**config.mk**
```make
export PLATFORM = sky130hd
export DESIGN_NAME = lsr_regs
export DESIGN_NICKNAME = d
export VERILOG_FILES = /design/src/rtl/lsr_pkg.sv /design/src/rtl/lsr_regs.sv
export SDC_FILE = /design/constraint.sdc
export NUM_CORES = 1
export LEC_CHECK = 0
export BUFFER_PORTS_ARGS = -buffer_cell sky130_fd_sc_hd__clkbuf_2
export CAP_MARGIN = 25
export CORE_ASPECT_RATIO = 1.2
export CORE_MARGIN = 2
export CORE_UTILIZATION = 54
export DETAILED_ROUTE_END_ITERATION = 10
export PLACE_DENSITY = 0.79
export SKIP_LAST_GASP = 1
export SLEW_MARGIN = 5
export SYNTH_ARGS = -nofsm -noshare
export SYNTH_HDL_FRONTEND = slang
export SYNTH_SLANG_ARGS = --single-unit
```
**constraint.sdc**
```tcl
create_clock -name clk -period 2.48 [get_ports clk]
set_input_delay 0.124 -clock clk [delete_from_list [all_inputs] [get_ports clk]]
set_output_delay 0.124 -clock clk [all_outputs]
set_load 0.005 [all_outputs]
```
**src/rtl/lsr_pkg.sv**
```systemverilog
// Package of register offsets, field layouts and reset values for the link status register group
package lsr_pkg;

	// Register offsets (byte addresses of an 8-bit map)
	localparam logic [7:0] LSR_OFS_LINE_FAULT  = 8'h14; // Test and line fault status
	localparam logic [7:0] LSR_OFS_RSVD_A      = 8'h15; // Reserved
	localparam logic [7:0] LSR_OFS_RSVD_B      = 8'h16; // Reserved
	localparam logic [7:0] LSR_OFS_RSVD_C      = 8'h17; // Reserved
	localparam logic [7:0] LSR_OFS_RSVD_D      = 8'h18; // Reserved
	localparam logic [7:0] LSR_OFS_RSVD_E      = 8'h19; // Reserved
	localparam logic [7:0] LSR_OFS_RSVD_F      = 8'h1a; // Reserved
	localparam logic [7:0] LSR_OFS_RSVD_G      = 8'h1b; // Reserved
	localparam logic [7:0] LSR_OFS_RSVD_H      = 8'h1c; // Reserved
	localparam logic [7:0] LSR_OFS_PIN_LEVEL   = 8'h1d; // Pin level mirror
	localparam logic [7:0] LSR_OFS_DEVICE_ID   = 8'h1e; // Device identifier
	localparam logic [7:0] LSR_OFS_CAP_REV     = 8'h1f; // Capability and revision
	localparam logic [7:0] LSR_OFS_IRQ_STATUS  = 8'h20; // Event status, write one to clear
	localparam logic [7:0] LSR_OFS_IRQ_MASK    = 8'h21; // Event mask

	// Reserved register read values
	localparam logic [7:0] LSR_RSVD_A_VAL = 8'h20; // Upper bits fixed, low bits read zero
	localparam logic [7:0] LSR_RSVD_B_VAL = 8'h30;
	localparam logic [7:0] LSR_RSVD_C_VAL = 8'h54;
	localparam logic [7:0] LSR_RSVD_D_VAL = 8'h30;
	localparam logic [7:0] LSR_RSVD_E_VAL = 8'hc8;
	localparam logic [7:0] LSR_RSVD_X_VAL = 8'h00; // Undefined reserved reads zero

	// Line fault codes
	localparam logic [1:0] LSR_FAULT_SUPPLY = 2'h0; // Shorted to supply
	localparam logic [1:0] LSR_FAULT_GROUND = 2'h1; // Shorted to ground
	localparam logic [1:0] LSR_FAULT_NORMAL = 2'h2; // Normal operation, reset value
	localparam logic [1:0] LSR_FAULT_OPEN   = 2'h3; // Disconnected

	// Field positions in the status register
	localparam int LSR_POS_PASS  = 7;
	localparam int LSR_POS_NEG   = 2;
	localparam int LSR_POS_POS   = 0;
	// Field positions in the pin level register
	localparam int LSR_POS_CABLE = 7;
	localparam int LSR_POS_COAX  = 6;
	localparam int LSR_POS_CHSEL = 5;
	localparam int LSR_POS_LCEN  = 4;
	// Field positions in the capability register
	localparam int LSR_POS_CAP   = 4;
	localparam int LSR_POS_REV   = 0;
	// Interrupt event bit positions
	localparam int LSR_EV_PASS   = 0; // Test pass rose
	localparam int LSR_EV_NEG    = 1; // Negative wire code changed
	localparam int LSR_EV_POS    = 2; // Positive wire code changed
	localparam int LSR_EV_PINS   = 3; // Any mirrored pin changed
	localparam int LSR_EV_W      = 4; // Number of events

	// Reset values
	localparam logic [LSR_EV_W-1:0] LSR_MASK_RST = 4'h0; // All events masked off
	localparam logic [7:0]          LSR_RDATA_RST = 8'h00;

	// Live inputs travelling together
	typedef struct packed {
		logic       pattern_test_pass_flag;          // Pattern test finished with success
		logic [1:0] neg_wire_fault_code;             // Negative wire fault code
		logic [1:0] pos_wire_fault_code;             // Positive wire fault code
	} lsr_link_s;

	typedef struct packed {
		logic cable_type_pin_level;                  // Cable type pin
		logic coax_select_pin_level;                 // Coax select pin
		logic ctrl_channel_select_level;             // Control channel select pin
		logic local_ctrl_channel_enable_level;       // Local control channel enable pin
	} lsr_pins_s;

endpackage

```
**src/rtl/lsr_regs.sv**
```systemverilog
// Read-only link status, pin level and identification registers with event interrupt
//
// Behaviour
// - Top status bit reads pattern test passed
// - Negative wire fault code, reset normal
// - Positive wire fault code, reset normal
// - Four bits mirror the configuration pin levels
// - Fixed identifier, capability bit and revision
`timescale 1ns/1ps

module lsr_regs
	import lsr_pkg::*;
#(
	parameter logic [7:0] DEVICE_ID_CODE = 8'h5a, // Arbitrary value
	parameter logic       CAP_FLAG       = 1'b0,  // Capability option
	parameter logic [3:0] REVISION_CODE  = 4'h1   // Arbitrary value
) (
	// Clock and reset
	input  wire logic       clk,
	input  wire logic       rst_b,
	// Register port
	input  wire logic [7:0] addr,
	input  wire logic [7:0] wdata,
	input  wire logic       wr_stb,
	input  wire logic       rd_stb,
	output logic      [7:0] rdata,
	// Link test and fault inputs
	input  wire lsr_link_s  link_in,
	// Configuration pins
	input  wire lsr_pins_s  pins_in,
	// Interrupt
	output logic            irq
);

	lsr_link_s             link_q;      // Registered link status
	lsr_pins_s             pins_q;      // Registered pin levels
	logic [LSR_EV_W-1:0]   irq_status;  // Sticky events
	logic [LSR_EV_W-1:0]   irq_mask;    // Event enables
	logic [LSR_EV_W-1:0]   ev;          // Events this cycle
	logic [7:0]            next_rdata;  // Read mux result
	logic [LSR_EV_W-1:0]   clr;         // Write-one-clear bits
	logic [LSR_EV_W-1:0]   next_status; // Status as it stands after this edge
	logic [LSR_EV_W-1:0]   next_mask;   // Mask as it stands after this edge

	// Sample live status; fault codes start as normal so the first read is sane
	always_ff @(posedge clk) begin
		if (!rst_b) begin
			link_q.pattern_test_pass_flag <= 1'b0;
			link_q.neg_wire_fault_code    <= LSR_FAULT_NORMAL;
			link_q.pos_wire_fault_code    <= LSR_FAULT_NORMAL;
			pins_q                        <= '0;
		end else begin
			link_q <= link_in;
			pins_q <= pins_in;
		end
	end

	// Events: change of any sampled value; pass only on its rising edge
	always_comb begin
		ev = '0;
		ev[LSR_EV_PASS] = link_in.pattern_test_pass_flag & ~link_q.pattern_test_pass_flag;
		ev[LSR_EV_NEG]  = link_in.neg_wire_fault_code != link_q.neg_wire_fault_code;
		ev[LSR_EV_POS]  = link_in.pos_wire_fault_code != link_q.pos_wire_fault_code;
		ev[LSR_EV_PINS] = pins_in != pins_q;
	end

	// Clear mask from a write of ones to the status register
	always_comb begin
		clr = '0;
		if (wr_stb && addr == LSR_OFS_IRQ_STATUS) begin
			clr = wdata[LSR_EV_W-1:0];
		end
	end

	// Next status; a set in the clearing cycle wins so no event is lost
	always_comb begin
		next_status = (irq_status & ~clr) | ev;
	end

	// Sticky status
	always_ff @(posedge clk) begin
		if (!rst_b) begin
			irq_status <= '0;
		end else begin
			irq_status <= next_status;
		end
	end

	// Mask register, the only storage loaded from write data; other writes are dropped except status clears
	always_ff @(posedge clk) begin
		if (!rst_b) begin
			irq_mask <= LSR_MASK_RST;
		end else if (wr_stb && addr == LSR_OFS_IRQ_MASK) begin
			irq_mask <= wdata[LSR_EV_W-1:0];
		end
	end

	// Mask as it stands after this edge, so a mask write moves the line at once
	always_comb begin
		next_mask = irq_mask;
		if (wr_stb && addr == LSR_OFS_IRQ_MASK) begin
			next_mask = wdata[LSR_EV_W-1:0];
		end
	end

	// Interrupt level registered from the status and mask of the same edge
	always_ff @(posedge clk) begin
		if (!rst_b) begin
			irq <= 1'b0;
		end else begin
			irq <= |(next_status & next_mask);
		end
	end

	// Read decode; read-only values come from hardware, never from written data
	always_comb begin
		next_rdata = LSR_RDATA_RST;
		if (addr == LSR_OFS_LINE_FAULT) begin
			next_rdata[LSR_POS_PASS]           = link_q.pattern_test_pass_flag;
			next_rdata[LSR_POS_NEG +: 2]       = link_q.neg_wire_fault_code;
			next_rdata[LSR_POS_POS +: 2]       = link_q.pos_wire_fault_code;
		end else if (addr == LSR_OFS_RSVD_A) begin
			next_rdata = LSR_RSVD_A_VAL;
		end else if (addr == LSR_OFS_RSVD_B) begin
			next_rdata = LSR_RSVD_B_VAL;
		end else if (addr == LSR_OFS_RSVD_C) begin
			next_rdata = LSR_RSVD_C_VAL;
		end else if (addr == LSR_OFS_RSVD_D) begin
			next_rdata = LSR_RSVD_D_VAL;
		end else if (addr == LSR_OFS_RSVD_E) begin
			next_rdata = LSR_RSVD_E_VAL;
		end else if (addr == LSR_OFS_RSVD_F || addr == LSR_OFS_RSVD_G || addr == LSR_OFS_RSVD_H) begin
			next_rdata = LSR_RSVD_X_VAL;
		end else if (addr == LSR_OFS_PIN_LEVEL) begin
			next_rdata[LSR_POS_CABLE] = pins_q.cable_type_pin_level;
			next_rdata[LSR_POS_COAX]  = pins_q.coax_select_pin_level;
			next_rdata[LSR_POS_CHSEL] = pins_q.ctrl_channel_select_level;
			next_rdata[LSR_POS_LCEN]  = pins_q.local_ctrl_channel_enable_level;
		end else if (addr == LSR_OFS_DEVICE_ID) begin
			next_rdata = DEVICE_ID_CODE;
		end else if (addr == LSR_OFS_CAP_REV) begin
			next_rdata[LSR_POS_CAP]      = CAP_FLAG;
			next_rdata[LSR_POS_REV +: 4] = REVISION_CODE;
		end else if (addr == LSR_OFS_IRQ_STATUS) begin
			next_rdata[LSR_EV_W-1:0] = irq_status;
		end else if (addr == LSR_OFS_IRQ_MASK) begin
			next_rdata[LSR_EV_W-1:0] = irq_mask;
		end
	end

	// Read data valid only the cycle after the strobe, zero otherwise
	always_ff @(posedge clk) begin
		if (!rst_b) begin
			rdata <= LSR_RDATA_RST;
		end else if (rd_stb) begin
			rdata <= next_rdata;
		end else begin
			rdata <= LSR_RDATA_RST;
		end
	end

	// Assertions, all on the one clock.
	// Read checks look one edge back, to the values that the read mux used;
	// looking at the live inputs instead would misfire on a read right after reset.

	// Pass flag read back in the top status bit
	AST_PASS_READ: assert property (@(posedge clk) disable iff (!rst_b)
		rd_stb && addr == LSR_OFS_LINE_FAULT |=> rdata[7] == $past(link_q.pattern_test_pass_flag))
		else $error("pass flag read mismatch");

	// Negative wire code read back in its field
	AST_NEG_READ: assert property (@(posedge clk) disable iff (!rst_b)
		rd_stb && addr == LSR_OFS_LINE_FAULT |=> rdata[3:2] == $past(link_q.neg_wire_fault_code))
		else $error("negative wire code read mismatch");

	// Positive wire code read back in its field
	AST_POS_READ: assert property (@(posedge clk) disable iff (!rst_b)
		rd_stb && addr == LSR_OFS_LINE_FAULT |=> rdata[1:0] == $past(link_q.pos_wire_fault_code))
		else $error("positive wire code read mismatch");

	// Both fault codes leave reset as normal
	AST_FAULT_RESET: assert property (@(posedge clk)
		$rose(rst_b) |-> link_q.neg_wire_fault_code == LSR_FAULT_NORMAL
			&& link_q.pos_wire_fault_code == LSR_FAULT_NORMAL)
		else $error("fault codes not normal after reset");

	// Pin levels in the upper nibble, lower nibble zero
	AST_PIN_READ: assert property (@(posedge clk) disable iff (!rst_b)
		rd_stb && addr == LSR_OFS_PIN_LEVEL |=> rdata == {$past(pins_q), 4'h0})
		else $error("pin level read mismatch");

	// Identifier is a fixed byte
	AST_ID_READ: assert property (@(posedge clk) disable iff (!rst_b)
		rd_stb && addr == LSR_OFS_DEVICE_ID |=> rdata == DEVICE_ID_CODE)
		else $error("identifier read mismatch");

	// Capability bit and revision, upper bits zero
	AST_CAP_READ: assert property (@(posedge clk) disable iff (!rst_b)
		rd_stb && addr == LSR_OFS_CAP_REV |=> rdata == {3'h0, CAP_FLAG, REVISION_CODE})
		else $error("capability read mismatch");

	// Only a mask write may move the mask; read-only and reserved writes leave it
	AST_WRITE_IGNORED: assert property (@(posedge clk) disable iff (!rst_b)
		wr_stb && addr != LSR_OFS_IRQ_MASK |=> irq_mask == $past(irq_mask))
		else $error("write outside the mask changed it");

	// A write to the status address does not disturb the sampled link state
	AST_WRITE_STATUS_KEEP: assert property (@(posedge clk) disable iff (!rst_b)
		wr_stb && addr == LSR_OFS_LINE_FAULT |=> link_q == $past(link_in))
		else $error("write to status disturbed link state");

	// Interrupt line is high exactly while an unmasked status bit is set
	AST_IRQ_LEVEL: assert property (@(posedge clk) disable iff (!rst_b)
		irq == |(irq_status & irq_mask))
		else $error("interrupt level wrong");

	// Reserved byte with fixed upper bits
	AST_RSVD_A_READ: assert property (@(posedge clk) disable iff (!rst_b)
		rd_stb && addr == LSR_OFS_RSVD_A |=> rdata == LSR_RSVD_A_VAL)
		else $error("reserved byte a read mismatch");

	// Reserved fixed byte
	AST_RSVD_B_READ: assert property (@(posedge clk) disable iff (!rst_b)
		rd_stb && addr == LSR_OFS_RSVD_B |=> rdata == LSR_RSVD_B_VAL)
		else $error("reserved byte b read mismatch");

	// Reserved fixed byte
	AST_RSVD_C_READ: assert property (@(posedge clk) disable iff (!rst_b)
		rd_stb && addr == LSR_OFS_RSVD_C |=> rdata == LSR_RSVD_C_VAL)
		else $error("reserved byte c read mismatch");

	// Reserved fixed byte
	AST_RSVD_D_READ: assert property (@(posedge clk) disable iff (!rst_b)
		rd_stb && addr == LSR_OFS_RSVD_D |=> rdata == LSR_RSVD_D_VAL)
		else $error("reserved byte d read mismatch");

	// Reserved fixed byte
	AST_RSVD_E_READ: assert property (@(posedge clk) disable iff (!rst_b)
		rd_stb && addr == LSR_OFS_RSVD_E |=> rdata == LSR_RSVD_E_VAL)
		else $error("reserved byte e read mismatch");

	// Undefined reserved bytes read zero
	AST_RSVD_X_READ: assert property (@(posedge clk) disable iff (!rst_b)
		rd_stb && (addr == LSR_OFS_RSVD_F || addr == LSR_OFS_RSVD_G || addr == LSR_OFS_RSVD_H)
			|=> rdata == LSR_RSVD_X_VAL)
		else $error("undefined reserved byte read mismatch");

	// Addresses outside the group read zero
	AST_UNMAPPED_READ: assert property (@(posedge clk) disable iff (!rst_b)
		rd_stb && (addr < LSR_OFS_LINE_FAULT || addr > LSR_OFS_IRQ_MASK) |=> rdata == LSR_RDATA_RST)
		else $error("unmapped read not zero");

	// Read data stand only in the cycle after a strobe
	AST_RDATA_IDLE: assert property (@(posedge clk) disable iff (!rst_b)
		!rd_stb |=> rdata == LSR_RDATA_RST)
		else $error("read data outside the answer cycle");

	// Event status read back zero extended
	AST_STATUS_READ: assert property (@(posedge clk) disable iff (!rst_b)
		rd_stb && addr == LSR_OFS_IRQ_STATUS |=> rdata == 8'($past(irq_status)))
		else $error("event status read mismatch");

	// Mask read back zero extended
	AST_MASK_READ: assert property (@(posedge clk) disable iff (!rst_b)
		rd_stb && addr == LSR_OFS_IRQ_MASK |=> rdata == 8'($past(irq_mask)))
		else $error("mask read mismatch");

	// A mask write lands at the next edge
	AST_MASK_WRITE: assert property (@(posedge clk) disable iff (!rst_b)
		wr_stb && addr == LSR_OFS_IRQ_MASK |=> irq_mask == $past(wdata[LSR_EV_W-1:0]))
		else $error("mask write did not land");

	// Every event sets its status bit, even in a clearing cycle
	AST_STATUS_SET: assert property (@(posedge clk) disable iff (!rst_b)
		rst_b && |ev |=> (irq_status & $past(ev)) == $past(ev))
		else $error("event lost");

	// Writing ones clears the bits that no event sets at the same edge
	AST_STATUS_CLEAR: assert property (@(posedge clk) disable iff (!rst_b)
		wr_stb && addr == LSR_OFS_IRQ_STATUS |=> (irq_status & $past(clr & ~ev)) == '0)
		else $error("status bit not cleared");

	// Without a clear, set status bits stay set
	AST_STATUS_HOLD: assert property (@(posedge clk) disable iff (!rst_b)
		!(wr_stb && addr == LSR_OFS_IRQ_STATUS) |=> (irq_status & $past(irq_status)) == $past(irq_status))
		else $error("status bit dropped without a clear");

	// A rising pass flag raises its event bit
	AST_PASS_EVENT: assert property (@(posedge clk) disable iff (!rst_b)
		link_in.pattern_test_pass_flag && !link_q.pattern_test_pass_flag |=> irq_status[LSR_EV_PASS])
		else $error("pass event not recorded");

	// Interrupt side leaves reset quiet
	AST_IRQ_RESET: assert property (@(posedge clk)
		$rose(rst_b) |-> !irq && irq_status == '0 && irq_mask == LSR_MASK_RST && rdata == LSR_RDATA_RST)
		else $error("interrupt state not clear after reset");

	// Pass flag leaves reset low
	AST_PASS_RESET: assert property (@(posedge clk)
		$rose(rst_b) |-> !link_q.pattern_test_pass_flag)
		else $error("pass flag set after reset");

	// Pin mirror leaves reset low
	AST_PIN_RESET: assert property (@(posedge clk)
		$rose(rst_b) |-> pins_q == '0)
		else $error("pin mirror not clear after reset");

	// Reserved status bits read zero
	AST_STATUS_RSVD_ZERO: assert property (@(posedge clk) disable iff (!rst_b)
		rd_stb && addr == LSR_OFS_LINE_FAULT |=> rdata[6:4] == 3'h0)
		else $error("reserved status bits not zero");

	// Link state follows its inputs one edge late once out of reset
	AST_STATUS_FOLLOWS: assert property (@(posedge clk) disable iff (!rst_b)
		rst_b && $past(rst_b) |-> link_q == $past(link_in))
		else $error("link state does not follow inputs");

	// Pin mirror follows its pins one edge late once out of reset
	AST_PIN_FOLLOWS: assert property (@(posedge clk) disable iff (!rst_b)
		rst_b && $past(rst_b) |-> pins_q == $past(pins_in))
		else $error("pin mirror does not follow pins");

endmodule

```
# ---- After elaboration in Yosys (flattened, before gate mapping)
# Index checks and enable logic that the tools add are counted.
dict set report classes {
  bitwise_logic 8
  n_mux 17
  reduce_logical 9
  n_eq_ne 17
}
# operator n
set op_table {}
lappend op_table {{$eq 8x5->1 const B} 12}
lappend op_table {{$mux 8} 6}
lappend op_table {{$mux 4} 8}
lappend op_table {{$eq 8x6->1 const B} 2}
lappend op_table {{$and 4x4->4} 2}
lappend op_table {{$reduce_or 4->1} 2}
lappend op_table {{$mux 5} 1}
lappend op_table {{$reduce_or 5->1} 1}
lappend op_table {{$ne 2x2->1} 2}
lappend op_table {{$ne 4x4->1} 1}
lappend op_table {{$not 4->4} 1}
lappend op_table {{$or 4x4->4} 1}
lappend op_table {{$not 1->1} 3}
lappend op_table {{$reduce_or 3->1} 1}
lappend op_table {{$logic_and 1x1->1} 2}
lappend op_table {{$logic_or 1x1->1} 2}
lappend op_table {{$mux 2} 1}
lappend op_table {{$reduce_and 2->1} 1}
lappend op_table {{$and 1x1->1} 1}
lappend op_table {{$mux 1} 1}
dict set report word_totals {
  in_bits 29
  wordCells 65
  reg_bits 26
  output_inout_bits 9
}

# ---- Depth between registers and ports, before layout
# Gate-level depths: netlist (run 1).
dict set report logic_depth {
  ltp_word 13
  ltp_mapped 6
  depth_no_buf 5
}

# ---- Worst setup path before layout (run 1)
# Ideal clock, no wire load.
dict set report synth_path {
  path_kind {input-to-reg}
  from {input port addr[3]}
  to {register irq}
  n_path_buf 1
  path_slack_ps 1086
  required_time_ps 2347
  setup_ps 133
  t_arrival_ps 1260
  path_stages 6
  path_cell_list {buf_4 > nor4b_4 > nand3_4 > mux2_4 > o311ai_2 > o221ai_2}
}
dict set report synth_between {
  elab_chain_len 8
  elab_cells_between_ends 11
  classes_between {eq/ne (2); mux (2); bitwise (4); reduce/logical (3)}
}
# item line
set synth_rtl {}
lappend synth_rtl {{start, declared} lsr_regs.sv:22} ;# input wire logic [7:0] addr,
lappend synth_rtl {{$eq 8x6->1} lsr_regs.sv:70} ;# if (wr_stb && addr == LSR_OFS_IRQ_STATUS) begin
lappend synth_rtl {{$logic_and 1x1->1} lsr_regs.sv:70}
lappend synth_rtl {{$mux 4} lsr_regs.sv:70}
lappend synth_rtl {{$not 4->4} lsr_regs.sv:77} ;# next_status = (irq_status & ~clr) | ev;
lappend synth_rtl {{$and 4x4->4} lsr_regs.sv:77}
lappend synth_rtl {{$or 4x4->4} lsr_regs.sv:77}
lappend synth_rtl {{$and 4x4->4 (*)} lsr_regs.sv:111} ;# irq <= |(next_status & next_mask);
lappend synth_rtl {{$reduce_or 4->1 (*)} lsr_regs.sv:111}
lappend synth_rtl {{end signal, assigned} lsr_regs.sv:111}
lappend synth_rtl {{end, declared} lsr_regs.sv:32} ;# output logic irq
# Mark *: on every way between the ends. The rest lies on a longest branch, timed or not.
# A chain may end at the register's enable or synchronous reset.

# ---- Final worst setup path (run 1)
dict set report layout_path {
  from {input port addr[7]}
  to {register rdata[0]}
}
dict set report layout_between {
  elab_chain_len 13
  elab_cells_between_ends 28
  classes_between {eq/ne (14); mux (12); reduce/logical (2)}
}
# item line
set layout_rtl {}
lappend layout_rtl {{$eq 8x6->1} lsr_regs.sv:146} ;# end else if (addr == LSR_OFS_IRQ_MASK) begin
lappend layout_rtl {{$mux 4} lsr_regs.sv:146}
lappend layout_rtl {{$mux 4} lsr_regs.sv:144} ;# end else if (addr == LSR_OFS_IRQ_STATUS) begin
lappend layout_rtl {{$mux 4} lsr_regs.sv:141} ;# end else if (addr == LSR_OFS_CAP_REV) begin
lappend layout_rtl {{$mux 5} lsr_regs.sv:139} ;# end else if (addr == LSR_OFS_DEVICE_ID) begin
lappend layout_rtl {{$mux 4} lsr_regs.sv:134} ;# end else if (addr == LSR_OFS_PIN_LEVEL) begin
lappend layout_rtl {{$mux 8} lsr_regs.sv:132} ;# end else if (addr == LSR_OFS_RSVD_F || addr == LSR_OFS_RSVD_G || addr == LSR_OFS_RSVD_H) begin
lappend layout_rtl {{$mux 8} lsr_regs.sv:130} ;# end else if (addr == LSR_OFS_RSVD_E) begin
lappend layout_rtl {{$mux 8} lsr_regs.sv:128} ;# end else if (addr == LSR_OFS_RSVD_D) begin
lappend layout_rtl {{$mux 8} lsr_regs.sv:126} ;# end else if (addr == LSR_OFS_RSVD_C) begin
lappend layout_rtl {{$mux 8} lsr_regs.sv:124} ;# end else if (addr == LSR_OFS_RSVD_B) begin
lappend layout_rtl {{$mux 8} lsr_regs.sv:122} ;# end else if (addr == LSR_OFS_RSVD_A) begin
lappend layout_rtl {{$mux 4 (*)} lsr_regs.sv:118} ;# if (addr == LSR_OFS_LINE_FAULT) begin
lappend layout_rtl {{end signal, assigned} lsr_regs.sv:156} ;# rdata <= next_rdata;
lappend layout_rtl {{end, declared} lsr_regs.sv:26} ;# output logic [7:0] rdata,
# Marked as above.

==> flow_summary.toml, run 1 <==
[die]
core-area_um2 = 2260
start_util_pct = 56.1
rows = 19
die_h_um = 57.1
chipWidth_um = 48.2
ios = 38
die-area_um2 = 2750

[drt]
route.vias.total = 1077
wl_mm = 2.59
ant_nets = 0
first_pass_iters = 4
drt_iter0_drc = 40
vias_per_cell = 5.47
drc = 0
avgRoutedWirePerCell_um = 13.1

[layout]
multi_input_area_um2 = 704
syn_to_final_growth_pct = 19.4
antenna_cells = 0
ff_latch_area_um2 = 520
final_cells = 197
fillers = 193
nets = 196
drive_above_1_share_pct = 28.9

[clock_network]
cts.path.max_buffers = 2
postCtsSetupBuffers = 0
cts.sinks = 26
cts_tree = "done"
cts_inserted_buffers = 3
root_buffer = "clkbuf_4"
clk-insertion-delay-late_ns = 0.33
cts.htree.levels = 1
cts.clk_slew.worst_paths_ns = 0.13

[yosys]
syn_area_um2 = 1270
ys_warn_count = 0
synthArstFlopShare_pct = 0
syn_area_per_cell_um2 = 9.68
ys_ff_latch = 26
syn_nets = 160
synth_edf_count = 0
ys_seq_area_share_pct = 41.1
yosysUniqueCellTypes = 39
synthCells = 131
synth_flop_cell = "dfxtp_1"

[power]
irDropWorstVdd_v = 0.000446
p_leak_nw = 0.640
p_per_area_nw_per_um2 = 502

[grt]
grt.overflow.total = 0
met1_usage_pct = 28.1
grt_pass1_vias = 973
met2_usage_pct = 32.3
grt_max_degree = 17
use_met3_pct = 2.85
grt_usage_pct = 20.9
antenna_found_initial = 0
grt_pass1_wl_mm = 4.15
grt-busiest-layer = "met2"

[run]
cap_violations = 0

[hold_path]
hold_path_class = "primary input to register"
hp-start = "pins_in[2]"

[timing]
rsz0062_at_grt = "false"
fin_ws_ns = 1.14
slew_headroom_pct = 52.9
finalMaxSlewViolations = 0
fmax_ghz = 0.749
clock_skew_ns = 0.00271
hold_viol = 0
setup-tns-final_ns = 0
worst_slew_pin_slew_ns = 0.697
finalCritPeriodShare_pct = 53.9
holdWs_ns = 0.0162
setup_viol = 0
finalCriticalPeriod_ns = 1.34

[placed_design]
placed_cells = 190
dp_hpwl_mm = 2.00
post-place-ws_ns = 0.831
place.gp.congestion = 0.847
port_buffers = 33

[worst_setup_path]
critPathLaunchType = "primary input"
cp_max_fo = 7
arrival_ns = 1.60
critical_path_class = "primary input to register"
r2r-start = "pins_q[2]"
end_kind = "register"
crit_start = "addr[7]"
cp.required_ns = 2.75

[status]
outcome = "completed"
per-layer routing:
layer | routed length, um | vias to the layer above
li1 | - | 538
met1 | 1080 | 494
met2 | 1320 | 39
met3 | 139 | 6
met4 | 55 | 0
met5 | 0 | -
cells by family after synthesis:
kind of cell | share of synthesized area [%]
flops | 41.1
simple gates | 29.5
mux | 3.55
xor+xnor | 6.22
compound gates | 16.3
buf+inv | 3.36
state kept, by name, indices dropped and copies added, names as in the netlist:
signal / flops
irq: 1
irq_mask: 4
irq_status: 4
link_q: 5
pins_q: 4
rdata: 8
critical path: stages:
cell and delay, ns:
clkbuf_2 0.12, nor4b_4 0.44, nor4b_1 0.63, nand2_1 0.12, a21oi_1 0.16
metrics by stage:
stage,util [%],total power [mW],cell area (um^2)
after detailed placement,64.1,0.551,1450
after global routing,67.0,0.796,1510
final,67.0,0.760,1510
after floorplan,-,0.509,1270
after global placement,64.1,0.547,1450
after CTS,66.6,0.766,1500
path summary, 6_finish.rpt:
check               to  slack [ns]  cells past startpoint
max           rdata[0]        1.14                      5
min          pins_q[2]        0.02                      2
max reg2reg        irq        1.25                      5
min reg2reg   rdata[0]        0.50                      2
layout by cell type (no fill, tap or decap), types with 3 or more instances in the layout:
cell / Yosys / routed
nor3b_1: 4 / 4
xor2_1: 5 / 5
mux2i_1: 3 / 3
clkbuf_4: 0 / 3
a21oi_1: 8 / 8
nand4_1: 3 / 3
dlygate4sd3_1: 0 / 3
nand2b_1: 4 / 4
and2_1: 8 / 8
xnor2_1: 4 / 4
clkbuf_2: 0 / 33
nor4b_4: 3 / 3
o21ai_0: 6 / 6
dfxtp_1: 26 / 26
nand2_1: 8 / 8
inv_1: 5 / 5
nor2_1: 13 / 13
Yosys cell counts (3+ instances only):
cell,number,area (um^2)
a21oi_1,8,40.0
and2_1,8,50.1
clkbuf_1,3,11.3
dfxtp_1,26,521
inv_1,5,18.8
mux2i_1,3,30.0
nand2_1,8,30.0
nand2b_1,4,25.0
nand4_1,3,18.8
nor2_1,13,48.8
nor3b_1,4,30.0
nor4b_4,3,71.3
o21ai_0,6,30.0
xnor2_1,4,35.0
xor2_1,5,43.8
power breakdown:
| group | total, mW | switching, mW | internal, mW |
|---|---|---|---|
| combinational | 0.105 | 0.0577 | 0.0472 |
| sequential | 0.441 | 0.00924 | 0.432 |
| clock | 0.214 | 0.124 | 0.0901 |
layout make-up:
| cell class | instances | area share (%) |
|---|---|---|
| sequential | 26 | 34.4 |
| multi-input combinational | 95 | 46.5 |
| clock buffer | 4 | 2.40 |
| inverter | 5 | 1.24 |
| tap | 31 | 2.56 |
| timing repair buffer | 36 | 12.9 |
repair_timing:
item	CTS	global route
endpoints found under the setup margin	0	0
resized for setup	0	0
hold buffers	2	1
hold endpoints to repair	2	1
Power figures use the tool's default switching activity.
==> run 2: changes to the inputs <==
- ABC_AREA: unset -> 1
- CORE_UTILIZATION: 54 -> 46
- PLACE_DENSITY: 0.79 -> 0.71
- clock period: 2.48 -> 1.1 ns (I/O delays scaled with it)
==> run 2 against run 1 <==
The flow now finishes with violations (setup timing). Cell count grew 53%. Clock power grew to 3.1 times the previous value. Worst setup slack lost 1.2 ns. Combinational power grew to 3.0 times the previous value. Die area grew 24%. Worst hold slack gained 0.016 ns.
==> flow_summary.toml, run 2 <==
[power]
seq_power_share_pct = 50.5
irDropWorstVdd_v = 0.000778
p_per_area_nw_per_um2 = 1030
sw_frac_of_total_pct = 23.8
power_frac_clock_pct = 33.5
p_leak_nw = 1.00
intPower_mw = 1.50
p_total_mw = 1.97
p_comb_share_pct = 16.0
switchingPower_uw = 468

[clock_network]
cts.htree.levels = 1
cts.clk_slew.worst_paths_ns = 0.14
cts_inserted_buffers = 3
cts_tree = "done"
cts.path.max_buffers = 2
clk-insertion-delay-late_ns = 0.32
cts.sinks = 26
root_buffer = "clkbuf_4"

[yosys]
synth_fa_ha_area_share_pct = 0
synth_flop_cell = "dfxtp_1"
syn_area_per_cell_um2 = 6.89
syn_area_um2 = 1360
ys_ff_latch = 26
syn_nets = 227
synth_compound_area_share_pct = 7.71
ys_warn_count = 0
synthCells = 198
synthMuxAreaShare_pct = 0
synth_common_cells = "nand2_1, dfxtp_1, inv_1, nor2_1, nand3_1"
synth-xor-area-share_pct = 5.14
yosysUniqueCellTypes = 25
yosysTopAreaCellShare_pct = 38.2
synthArstFlopShare_pct = 0
ys_top_cells_by_area = "dfxtp_1, nand2_1, inv_1"
yosys.area_share.simple_pct = 38.8
synth_top_area_cell = "dfxtp_1"
synth_top_family_by_area = "simple AND/OR/NAND/NOR gates"
synth_edf_count = 0
ys_seq_area_share_pct = 38.2
post-synth-top-count-cell = "nand2_1"

[drt]
drc = 0
vias_per_cell = 4.68
first_pass_iters = 4
ant_nets = 0
drt_iter0_drc = 23
avgRoutedWirePerCell_um = 10.5
route.vias.total = 1408
wl_mm = 3.16

[timing]
rsz0062_at_grt = "true"
setup_viol = 1
finalCriticalPeriod_ns = 1.11
fmax_ghz = 0.903
hold_viol = 0
fin_ws_ns = -0.00752
finalMaxSlewViolations = 0
slew_headroom_pct = 85.7
clock_skew_ns = 0.00490
setup-tns-final_ns = -0.00752
finalCritPeriodShare_pct = 101
worst_slew_pin_slew_ns = 0.214

[grt]
grt_usage_pct = 20.3
grt_pass1_vias = 1269
grt.overflow.total = 0
grt_max_degree = 16
antenna_found_initial = 0
grt_pass1_wl_mm = 5.13

[worst_setup_path]
crit_chain = "dlygate4sd3_1 -> clkbuf_2 -> xnor2_2 -> nand3_1 -> nor2_2 -> nand2_1 -> nand2_1 -> nand2_1 -> nand2_1 -> nand2_1"
rrSetupSlack_ns = 0.01
crit_end = "irq"
crit_family = "buffers and inverters"
reg2reg_depth = 8
arrival_ns = 1.35
cp_max_fo = 2
critPathMaxStageDelay_ns = 0.53
critical_path_class = "primary input to register"
cp.required_ns = 1.34
end_kind = "register"
crit_top_cell = "nand2_1"
r2r-start = "pins_q[2]"
critPathBufInv = 2
cp.depth = 10
crit_start = "pins_in[2]"
cp_slowest_cell = "dlygate4sd3_1"
critPathLaunchType = "primary input"
r2r_end = "irq"

[hold_path]
hold_path_class = "primary input to register"

[layout]
syn_to_final_growth_pct = 40.6
finalInstanceArea_um2 = 1920
antenna_cells = 0
multi_input_area_um2 = 732
fin_util_pct = 68.2
reg.largest.list = "rdata: 8 flops, link_q: 5 flops"
layout_common_cells = "nand2_1, clkbuf_2, inv_1"
nets = 297
drive_above_1_share_pct = 34.5
ff_latch_area_um2 = 524
regMostFlops = "rdata"
largest_register_ff_count = 8
final_common_cell = "nand2_1"
fillers = 249

[placed_design]
place.gp.congestion = 0.813
dp_hpwl_mm = 2.50
port_buffers = 33
postPlaceCellArea_um2 = 1730

[die]
die-area_um2 = 3420
core-area_um2 = 2810
chipWidth_um = 53.7
start_util_pct = 48.5
ios = 38
rows = 21
die_h_um = 63.6

[status]
outcome = "finished with violations"
failed_checks = "setup timing"

[run]
cap_violations = 0
==> run 2: changes by cell type in the layout (fill, tap and decap cells not counted), sizes merged, moves of 3 or more <==
cell,change
nor4b,-4
inv,+28
nand2,+57
nor3b,-4
mux2i,-3
nand2b,-4
buf,+23
nor2,+10
dlygate4sd3,+7
nand3,+11
and2,-10
==> run 2: what timing repair did <==
item	CTS	global route
buffers inserted	0	0
gates cloned	0	0
gates resized for setup	1	7
hold endpoints to repair	10	0
pin swaps	0	2
endpoints found under the setup margin	1	1
hold buffers	10	0
==> run 2: cell type report <==
type | instances | share of cell area (%)
sequential | 26 | 27.3
clock buffer | 3 | 1.17
inverter | 34 | 6.66
multi-input combinational | 137 | 38.2
clock inverter | 1 | 1.57
timing repair buffer | 66 | 22.8
tap | 34 | 2.22
==> run 2: worst min path at each step <==
| stage | start | endpoint | cells past startpoint |
|---|---|---|---|
| after floorplan | link_in[0] | link_q[0] | 2 |
| after global placement | link_in[4] | link_q[4] | 3 |
| after detailed placement | link_in[4] | link_q[4] | 3 |
| after CTS | wdata[0] | irq_mask[0] | 3 |
| after global routing | wdata[0] | irq_mask[0] | 3 |
| final | wdata[0] | irq_mask[0] | 3 |
==> run 2: routing by layer <==
layer	global-route usage [%]	routed length [um]	up-vias
met5	0	0	-
met4	5.77	19	0
met3	2.13	111	2
met2	37.2	1700	31
met1	23.5	1330	619
li1	-	-	756
==> run 2: per-stage QoR <==
stage                     hold slack [ns]  setup WS (ns)  instances
final                              0.0320       -0.00752        301
after CTS                         0.00743        0.00182        301
after global placement              0.256        -0.0628        287
after global routing               0.0175        -0.0626        301
after detailed placement            0.260        -0.0900        287
after floorplan                     0.148          0.131        198
==> run 2: power groups by stage <==
stage,Combinational (mW),Sequential (mW),Clock (mW)
2_1_floorplan,0.136,1.01,0
6_report,0.314,0.994,0.659
5_1_grt,0.348,0.998,0.725
4_1_cts,0.303,0.991,0.680
3_5_place_dp,0.272,1.01,0
3_3_place_gp,0.270,1.01,0
==> run 2: kinds of logic after synthesis <==
family / count (synthesis)
compound gates: 19
simple gates: 110
flops: 26
buf+inv: 35
xor+xnor: 8
==> run 2: worst min-delay path, stage by stage <==
cell and delay, ns:
clkbuf_2 0.10, nand4_1 0.10, a21oi_1 0.07
